<file path="src/hdl/icu_pkg.sv">
package icu_pkg;

    localparam int VEC_W      = 6;
    localparam int NUM_VEC    = 64;
    localparam int NUM_PINS   = 6;
    localparam int ADDR_W     = 24;
    localparam int SLOT_SHIFT = 2;

    localparam logic [5:0] VEC_NMI   = 6'h07;
    localparam logic [5:0] VEC_PIN0  = 6'h0c;
    localparam logic [5:0] VEC_SER0  = 6'h34;
    localparam logic [5:0] VEC_SER1  = 6'h38;
    localparam logic [5:0] VEC_SER2  = 6'h3c;

    localparam logic [7:0] OFF_PRIO_A = 8'h00;
    localparam logic [7:0] OFF_PRIO_B = 8'h04;
    localparam logic [7:0] OFF_SYSCTL = 8'h08;
    localparam logic [7:0] OFF_EN_LO  = 8'h0c;
    localparam logic [7:0] OFF_EN_HI  = 8'h10;
    localparam logic [7:0] OFF_STATUS = 8'h14;

    localparam int SYS_MODE_BIT = 3;
    localparam int SYS_NMI_EDGE = 2;
    localparam int CCR_I_BIT    = 7;
    localparam int CCR_UI_BIT   = 6;

    localparam logic [7:0]  PRIO_RESET   = 8'h00;
    localparam logic [7:0]  SYSCTL_RESET = 8'h08;
    localparam logic [31:0] EN_RESET     = 32'h0000_0000;
    localparam logic [7:0]  CCR_RESET    = 8'h80;
    localparam logic [7:0]  VEC_ADDR_HI  = 8'h00;

    // Priority bit of the group that a vector belongs to.
    function automatic logic icu_prio_of(input int v, input logic [7:0] a,
                                         input logic [7:0] b);
        logic r;
        r = 1'b0;
        if (v == 12) r = a[7];
        else if (v == 13) r = a[6];
        else if (v >= 14 && v <= 15) r = a[5];
        else if (v >= 16 && v <= 17) r = a[4];
        else if (v >= 20 && v <= 35) r = a[3 - (v - 20) / 4];
        else if (v >= 36 && v <= 47) r = b[7 - (v - 36) / 4];
        else if (v >= 52 && v <= 63) r = b[3 - (v - 52) / 4];
        return r;
    endfunction

    // Vectors that carry a real source; reserved slots never request.
    function automatic logic icu_src_used(input int v);
        logic r;
        r = 1'b0;
        if (v >= 12 && v <= 17) r = 1'b1;
        else if (v >= 20 && v <= 47) r = (v != 22) && (v % 4 != 3 || v >= 36 || v == 23);
        else if (v >= 52 && v <= 63) r = 1'b1;
        return r;
    endfunction

endpackage

</file>
<file path="src/hdl/icu_if.sv">
`timescale 1ns/10ps
`default_nettype none
interface icu_if;
    import icu_pkg::*;
    logic             req;
    logic [VEC_W-1:0] vec;
    logic             mode_single;
    logic             ack;
    logic             mask_i;
    logic             mask_ui;

    modport ctrl (output req, output vec, output mode_single,
                  input ack, input mask_i, input mask_ui);
    modport cpu  (input req, input vec, input mode_single,
                  output ack, output mask_i, output mask_ui);
endinterface
`default_nettype wire

</file>
<file path="src/hdl/icu_ctrl.sv">
// Decided for this implementation: the APB slave port and the placing of the registers.
`timescale 1ns/10ps
`default_nettype none
module icu_ctrl
    import icu_pkg::*;
(
    // Clock, reset and standby.
    input  wire logic                CLK_IN,
    input  wire logic                SRST_IN,
    input  wire logic                STANDBY_IN,
    // Request pins and peripheral requests.
    input  wire logic                NMI_PIN_IN,
    input  wire logic [NUM_PINS-1:0] IRQ_PIN_N_IN,
    input  wire logic [NUM_VEC-1:0]  PERIPH_REQ_IN,
    // APB slave.
    input  wire logic                PSEL_IN,
    input  wire logic                PENABLE_IN,
    input  wire logic                PWRITE_IN,
    input  wire logic [7:0]          PADDR_IN,
    input  wire logic [31:0]         PWDATA_IN,
    output logic [31:0]              PRDATA_OUT,
    output logic                     PREADY_OUT,
    output logic                     PSLVERR_OUT,
    // Link to the CPU core.
    icu_if.ctrl                      CPU_LINK
);
    logic [7:0]          priority_reg_a;
    logic [7:0]          priority_reg_b;
    logic [7:0]          system_control_reg;
    logic [NUM_VEC-1:0]  enable;
    logic [NUM_PINS:0]   s1;
    logic [NUM_PINS:0]   s2;
    logic [NUM_PINS:0]   s3;
    logic [NUM_PINS:0]   stable;
    logic                nmi_prev;
    logic                nmi_pend;
    logic                req;
    logic [VEC_W-1:0]    vec;
    logic [NUM_VEC-1:0]  raw_req;
    logic [NUM_VEC-1:0]  lvl;
    logic [NUM_VEC-1:0]  allowed;
    logic                allow1;
    logic                allow0;
    logic                found;
    logic [VEC_W-1:0]    pick;

    wire logic mode_single = system_control_reg[SYS_MODE_BIT];
    wire logic nmi_now     = stable[NUM_PINS];
    wire logic nmi_edge    = system_control_reg[SYS_NMI_EDGE] ? (nmi_now & ~nmi_prev)
                                                              : (~nmi_now & nmi_prev);
    wire logic nmi_taken   = CPU_LINK.ack && vec == VEC_NMI;
    wire logic setup       = PSEL_IN && !PENABLE_IN;
    wire logic wr_access   = PSEL_IN && PENABLE_IN && PWRITE_IN;
    wire logic addr_ok     = PADDR_IN == OFF_PRIO_A || PADDR_IN == OFF_PRIO_B ||
                             PADDR_IN == OFF_SYSCTL || PADDR_IN == OFF_EN_LO ||
                             PADDR_IN == OFF_EN_HI  || PADDR_IN == OFF_STATUS;

    // Pins pass three flops; a level counts once the last two agree.
    always_ff @(posedge CLK_IN) begin
        if (SRST_IN) begin
            s1     <= '1;
            s2     <= '1;
            s3     <= '1;
            stable <= '1;
        end else begin
            s1     <= {NMI_PIN_IN, IRQ_PIN_N_IN};
            s2     <= s1;
            s3     <= s2;
            stable <= (s2 ~^ s3) & s2 | ~(s2 ~^ s3) & stable;
        end
    end

    // Request and level vectors, one slot per vector number.
    genvar g;
    generate
        for (g = 0; g < NUM_VEC; g++) begin : g_src
            if (g >= VEC_PIN0 && g < VEC_PIN0 + NUM_PINS) begin : g_pin
                assign raw_req[g] = ~stable[g - VEC_PIN0];
            end else begin : g_per
                assign raw_req[g] = PERIPH_REQ_IN[g];
            end
            assign lvl[g]     = icu_prio_of(g, priority_reg_a, priority_reg_b);
            assign allowed[g] = raw_req[g] & enable[g] & icu_src_used(g) &
                                (lvl[g] ? allow1 : allow0);
        end
    endgenerate

    // Level 0 needs the primary mask clear; level 1 also passes with only
    // the primary set in three-level mode.
    assign allow0 = !CPU_LINK.mask_i;
    assign allow1 = !CPU_LINK.mask_i || (!mode_single && !CPU_LINK.mask_ui);

    icu_pick #(
        .N (NUM_VEC)
    ) u_pick (
        .req_in    (allowed),
        .lvl_in    (lvl),
        .found_out (found),
        .idx_out   (pick)
    );

    // A new edge in the acknowledge cycle keeps the flag set.
    always_ff @(posedge CLK_IN) begin
        if (SRST_IN) begin
            nmi_prev <= 1'b1;
            nmi_pend <= 1'b0;
        end else if (STANDBY_IN) begin
            nmi_prev <= nmi_now;
            nmi_pend <= 1'b0;
        end else begin
            nmi_prev <= nmi_now;
            nmi_pend <= nmi_edge | (nmi_pend & ~nmi_taken);
        end
    end

    // The offered request is registered; after an acknowledge it drops for
    // one cycle so the CPU never sees the old vector twice.
    always_ff @(posedge CLK_IN) begin
        if (SRST_IN || STANDBY_IN) begin
            req <= 1'b0;
            vec <= '0;
        end else if (CPU_LINK.ack) begin
            req <= 1'b0;
        end else if (nmi_pend) begin
            req <= 1'b1;
            vec <= VEC_NMI;
        end else begin
            req <= found;
            vec <= pick;
        end
    end

    assign CPU_LINK.req         = req;
    assign CPU_LINK.vec         = vec;
    assign CPU_LINK.mode_single = mode_single;

    // Register writes take effect in the access phase.
    always_ff @(posedge CLK_IN) begin
        if (SRST_IN) begin
            priority_reg_a     <= PRIO_RESET;
            priority_reg_b     <= PRIO_RESET;
            system_control_reg <= SYSCTL_RESET;
            enable             <= {EN_RESET, EN_RESET};
        end else if (wr_access) begin
            case (PADDR_IN)
                OFF_PRIO_A: priority_reg_a     <= PWDATA_IN[7:0];
                OFF_PRIO_B: priority_reg_b     <= PWDATA_IN[7:0];
                OFF_SYSCTL: system_control_reg <= PWDATA_IN[7:0];
                OFF_EN_LO:  enable[31:0]       <= PWDATA_IN;
                OFF_EN_HI:  enable[63:32]      <= PWDATA_IN;
                default:    ;
            endcase
        end
    end

    // Read data is captured in the setup cycle, so it is stable in access.
    always_ff @(posedge CLK_IN) begin
        if (SRST_IN) begin
            PRDATA_OUT  <= '0;
            PSLVERR_OUT <= 1'b0;
        end else if (setup) begin
            PSLVERR_OUT <= !addr_ok;
            case (PADDR_IN)
                OFF_PRIO_A: PRDATA_OUT <= {24'h00_0000, priority_reg_a};
                OFF_PRIO_B: PRDATA_OUT <= {24'h00_0000, priority_reg_b};
                OFF_SYSCTL: PRDATA_OUT <= {24'h00_0000, system_control_reg};
                OFF_EN_LO:  PRDATA_OUT <= enable[31:0];
                OFF_EN_HI:  PRDATA_OUT <= enable[63:32];
                OFF_STATUS: PRDATA_OUT <= {22'h00_0000, nmi_pend, req, 2'h0, vec};
                default:    PRDATA_OUT <= '0;
            endcase
        end
    end

    assign PREADY_OUT = 1'b1;
endmodule
`default_nettype wire

</file>
<file path="src/hdl/icu_pick.sv">
`timescale 1ns/10ps
`default_nettype none
module icu_pick #(
    parameter int N = 64
) (
    input  wire logic [N-1:0]         req_in,
    input  wire logic [N-1:0]         lvl_in,
    output logic                      found_out,
    output logic [$clog2(N)-1:0]      idx_out
);
    logic [N-1:0] hi;
    assign hi = req_in & lvl_in;

    // Scanning downwards lets the smallest index overwrite last.
    always_comb begin
        found_out = 1'b0;
        idx_out   = '0;
        for (int k = N - 1; k >= 0; k--) begin
            if (req_in[k] && !(|hi)) begin
                found_out = 1'b1;
                idx_out   = $clog2(N)'(k);
            end
        end
        for (int k = N - 1; k >= 0; k--) begin
            if (hi[k]) begin
                found_out = 1'b1;
                idx_out   = $clog2(N)'(k);
            end
        end
    end
endmodule
`default_nettype wire

</file>
<file path="src/flat_wrapper.sv">
// flat-port wrapper written by rule: the top's interface ports become plain ports
module icu_ctrl_flat import icu_pkg::*;
  (CLK_IN, SRST_IN, STANDBY_IN, NMI_PIN_IN, IRQ_PIN_N_IN, PERIPH_REQ_IN, PSEL_IN, PENABLE_IN, PWRITE_IN, PADDR_IN, PWDATA_IN, PRDATA_OUT, PREADY_OUT, PSLVERR_OUT, CPU_LINK_req, CPU_LINK_vec, CPU_LINK_mode_single, CPU_LINK_ack, CPU_LINK_mask_i, CPU_LINK_mask_ui);
  icu_if CPU_LINK_i ();
  input  wire logic CLK_IN;
  input  wire logic SRST_IN;
  input  wire logic STANDBY_IN;
  input  wire logic NMI_PIN_IN;
  input  wire logic [NUM_PINS-1:0] IRQ_PIN_N_IN;
  input  wire logic [NUM_VEC-1:0] PERIPH_REQ_IN;
  input  wire logic PSEL_IN;
  input  wire logic PENABLE_IN;
  input  wire logic PWRITE_IN;
  input  wire logic [7:0] PADDR_IN;
  input  wire logic [31:0] PWDATA_IN;
  output logic [31:0] PRDATA_OUT;
  output logic PREADY_OUT;
  output logic PSLVERR_OUT;
  output wire logic [$bits(CPU_LINK_i.req)-1:0] CPU_LINK_req;
  output wire logic [$bits(CPU_LINK_i.vec)-1:0] CPU_LINK_vec;
  output wire logic [$bits(CPU_LINK_i.mode_single)-1:0] CPU_LINK_mode_single;
  input wire logic [$bits(CPU_LINK_i.ack)-1:0] CPU_LINK_ack;
  input wire logic [$bits(CPU_LINK_i.mask_i)-1:0] CPU_LINK_mask_i;
  input wire logic [$bits(CPU_LINK_i.mask_ui)-1:0] CPU_LINK_mask_ui;
  assign CPU_LINK_req = CPU_LINK_i.req;
  assign CPU_LINK_vec = CPU_LINK_i.vec;
  assign CPU_LINK_mode_single = CPU_LINK_i.mode_single;
  assign CPU_LINK_i.ack = CPU_LINK_ack;
  assign CPU_LINK_i.mask_i = CPU_LINK_mask_i;
  assign CPU_LINK_i.mask_ui = CPU_LINK_mask_ui;
  icu_ctrl u_core (.CLK_IN(CLK_IN), .SRST_IN(SRST_IN), .STANDBY_IN(STANDBY_IN), .NMI_PIN_IN(NMI_PIN_IN), .IRQ_PIN_N_IN(IRQ_PIN_N_IN), .PERIPH_REQ_IN(PERIPH_REQ_IN), .PSEL_IN(PSEL_IN), .PENABLE_IN(PENABLE_IN), .PWRITE_IN(PWRITE_IN), .PADDR_IN(PADDR_IN), .PWDATA_IN(PWDATA_IN), .PRDATA_OUT(PRDATA_OUT), .PREADY_OUT(PREADY_OUT), .PSLVERR_OUT(PSLVERR_OUT), .CPU_LINK(CPU_LINK_i));
endmodule
</file>
<file path="config.mk">
export PLATFORM = sky130hd
export DESIGN_NAME = icu_ctrl_flat
export DESIGN_NICKNAME = d
export VERILOG_FILES = /design/src/hdl/icu_pkg.sv /design/src/hdl/icu_if.sv /design/src/hdl/icu_ctrl.sv /design/src/hdl/icu_pick.sv /design/src/flat_wrapper.sv
export SDC_FILE = /design/constraint.sdc
export NUM_CORES = 1
export LEC_CHECK = 0
export BUFFER_PORTS_ARGS = -buffer_cell sky130_fd_sc_hd__buf_2
export CAP_MARGIN = 40
export CORE_MARGIN = 2
export CORE_UTILIZATION = 50
export DETAILED_ROUTE_END_ITERATION = 12
export PLACE_DENSITY_LB_ADDON = 0.05
export SYNTH_ARGS = -nofsm -noshare
export SYNTH_HDL_FRONTEND = slang
export SYNTH_SLANG_ARGS = --single-unit
</file>
<file path="constraint.sdc">
create_clock -name CLK_IN -period 2.52 [get_ports CLK_IN]
set_input_delay 0.504 -clock CLK_IN [delete_from_list [all_inputs] [get_ports CLK_IN]]
set_output_delay 0.504 -clock CLK_IN [all_outputs]
set_load 0.01 [all_outputs]
</file>
==> reports/metrics.csv <==
metric,value,unit
synthTopCellsByCount,"196 x nand2_1, 158 x dfxtp_1, 150 x a21oi_1",
htree_levels,4,
period_needed,2.44,ns
drt_first_pass_iters,5,
clkSinkCount,158,
required,2.88,ns
synth_top_area_cell,dfxtp_1,
grt_pass1_wl,45.1,mm
fin_area,0.0107,mm2
port_buffers,132,
hp-start,IRQ_PIN_N_IN[0],
pre_cts_ws,-0.278,ns
place_area,0.0100,mm2
synth_seq_cells,158,
antenna_found_initial,0,
synth.most_common_cell,nand2_1,
netlist.area_leader.share,39.5,%
coreArea,0.0158,mm2
crit_arrival,2.79,ns
path_cells,a222oi_1 -> buf_4 -> nand3b_1 -> nand4_1 -> or4_4 -> a211o_1 -> a311o_1 -> a22oi_2,
clockRootBuffer,clkbuf_16,
synth-seq-area-share,39.5,%
n_antenna_cell,0,
ys.flop_type,dfxtp_1,
via_per_inst,5.96,
cp-start-kind,flop,
netlist_area,0.00801,mm2
hp-class,in -> reg,
highest_layer,met4,
setup_viol,0,
drc_errors,0,
synth-async-reset-ratio,0,%
tightest_slew,0.693,ns
r2r_setup_slack,0.08,ns
wire_per_inst,19.6,um
fillCellCount,1438,
fmax,410,MHz
first_global_vias,8264,
r2r_start,u_core.enable[20]$_SDFFE_PP0P_,
top_regs,"u_core.enable x64, u_core.PRDATA_OUT x32",
endpoint_kind,flop,
synth_warnings,0,
cp_slowest_cell,or4_4,
fin_ws,0.0815,ns
power_density,530,mW/mm2
clk_path_buf_depth,2,
grt_util_all_layers,34.7,%
post-route-period-util,96.8,%
start_util,50.8,%
cts_buffers,17,
clkLatencyLatePin,0.43,ns
die_h,131,um
cts_setup_buffers,0,
status,"complete, no violations",
fin_skew,0.0125,ns
wl_met3,2.49,mm
hpwlAfterDp,22.4,mm
fin_nets,1407,
largest_reg_flops,64,
register_area,0.00316,mm2
maxCapViolCount,0,
postRouteAntennaNets,0,
totalPowerFinal,5.66,mW
regMostFlops,u_core.enable,
synthCells,1041,
cp_max_fo,5,
grt_setup_unrepaired,false,
std_cell_rows,46,
maxSlewHeadroom,53.7,%
critical_path.startpoint,u_core.enable[20]$_SDFFE_PP0P_,
num_vias,9028,
hold_viol_final,0,
leakagePower,4.28,nW
fin_tns_setup,0,ns
slew_viol_final,0,
drive_gt1_share,28.8,%
yosys-top-cells-area,"dfxtp_1 40%, a21oi_1 9.4%, nand2_1 9.2%, nor2_1 4.8%, mux2i_1 4.4%",
grt.overflow.total,0,
dieArea,0.0170,mm2
wl_met2,13.5,mm
crit_type,reg -> reg,
cts_tree,built,
yosysUniqueCellTypes,65,
ir_drop,0.572,mV
syn_nets,1161,
slowest_delay,0.49,ns
io_pins,162,
gp_congestion,0.981,
met1_length,13.0,mm
syn_to_final_growth,33.6,%
clk_pin_slew_worst_paths,0.07,ns
synth_edf_count,0,
holdWs,0.249,ns
hold_buffers,0,
drt_iter0_drc,960,
avgSynthCellArea,7.69,um2
totalWireLength,29.7,mm
multi_input_area,0.00454,mm2
grt_max_degree,151,
die_x,131,um
## cell families after synthesis
logic type      share of synthesized area [%]
mux                                      4.38
other cells                            0.0468
simple gates                             22.4
buf+inv                                  4.16
flops                                    39.5
compound gates                           29.5
## timing repair
action                                  4_1_cts  5_1_grt
resized for setup                             2        7
cloned                                        0        0
endpoints found under the setup margin        1        4
pin swaps                                     0        2
## path summary, 6_finish.rpt
check | to | depth (start not counted)
worst max-delay path | u_core.CPU_LINK.vec[4]$_SDFFE_PP0N_ | 8
worst min-delay path | u_core.s1[0]$_SDFF_PP1_ | 2
worst max register to register | u_core.CPU_LINK.vec[4]$_SDFFE_PP0N_ | 8
worst min register to register | u_core.s2[6]$_SDFF_PP1_ | 1
## placed cells by master, fill, tap and decap left out, drive strengths merged, types with 9 or more instances in the layout
master    n
inv      16
dfxtp   158
a21o      9
clkbuf   18
o211ai   12
o21bai    9
a22o     21
mux2i    35
o21ai    31
nand3    11
nand4    10
buf     301
or2      26
a21oi   150
a22oi    41
nand2   196
nor2b     9
and2     10
nor2    102
## where the power goes
group | internal (mW) | leakage, nW | total [mW] | switching [mW]
registers | 2.51 | 1.28 | 2.52 | 0.00889
logic | 0.143 | 2.70 | 0.351 | 0.208
clock network | 1.60 | 0.304 | 2.79 | 1.19
## cell type report
class	instances	area share (%)
clock inverters	14	1.87
multi-input cells	799	42.5
clock buffers	18	4.01
repair buffers	301	19.2
inverters	10	0.351
well taps	216	2.53
flip-flops and latches	158	29.6
## through the flow
step | instances | util [%]
2_1_floorplan | 1041 | -
3_3_place_gp | 1484 | 63.7
3_5_place_dp | 1484 | 63.7
4_1_cts | 1516 | 67.7
5_1_grt | 1516 | 67.8
6_report | 1516 | 67.8
## metal layers
metal / vias up / GRT usage [%]
li1: 4245 / -
met1: 4290 / 49.0
met2: 443 / 54.4
met3: 50 / 5.17
met4: 0 / 12.0
met5: - / 0
## critical path, delay by kind of cell (launching register included)
kind / cells / cell delay (ns)
AO/OA/AOI/OAI: 4 / 1.06
flip-flops: 1 / 0.37
buffers and inverters: 1 / 0.18
AND/OR/NAND/NOR: 3 / 0.75
No activity file was read; power rests on OpenSTA's default activity.
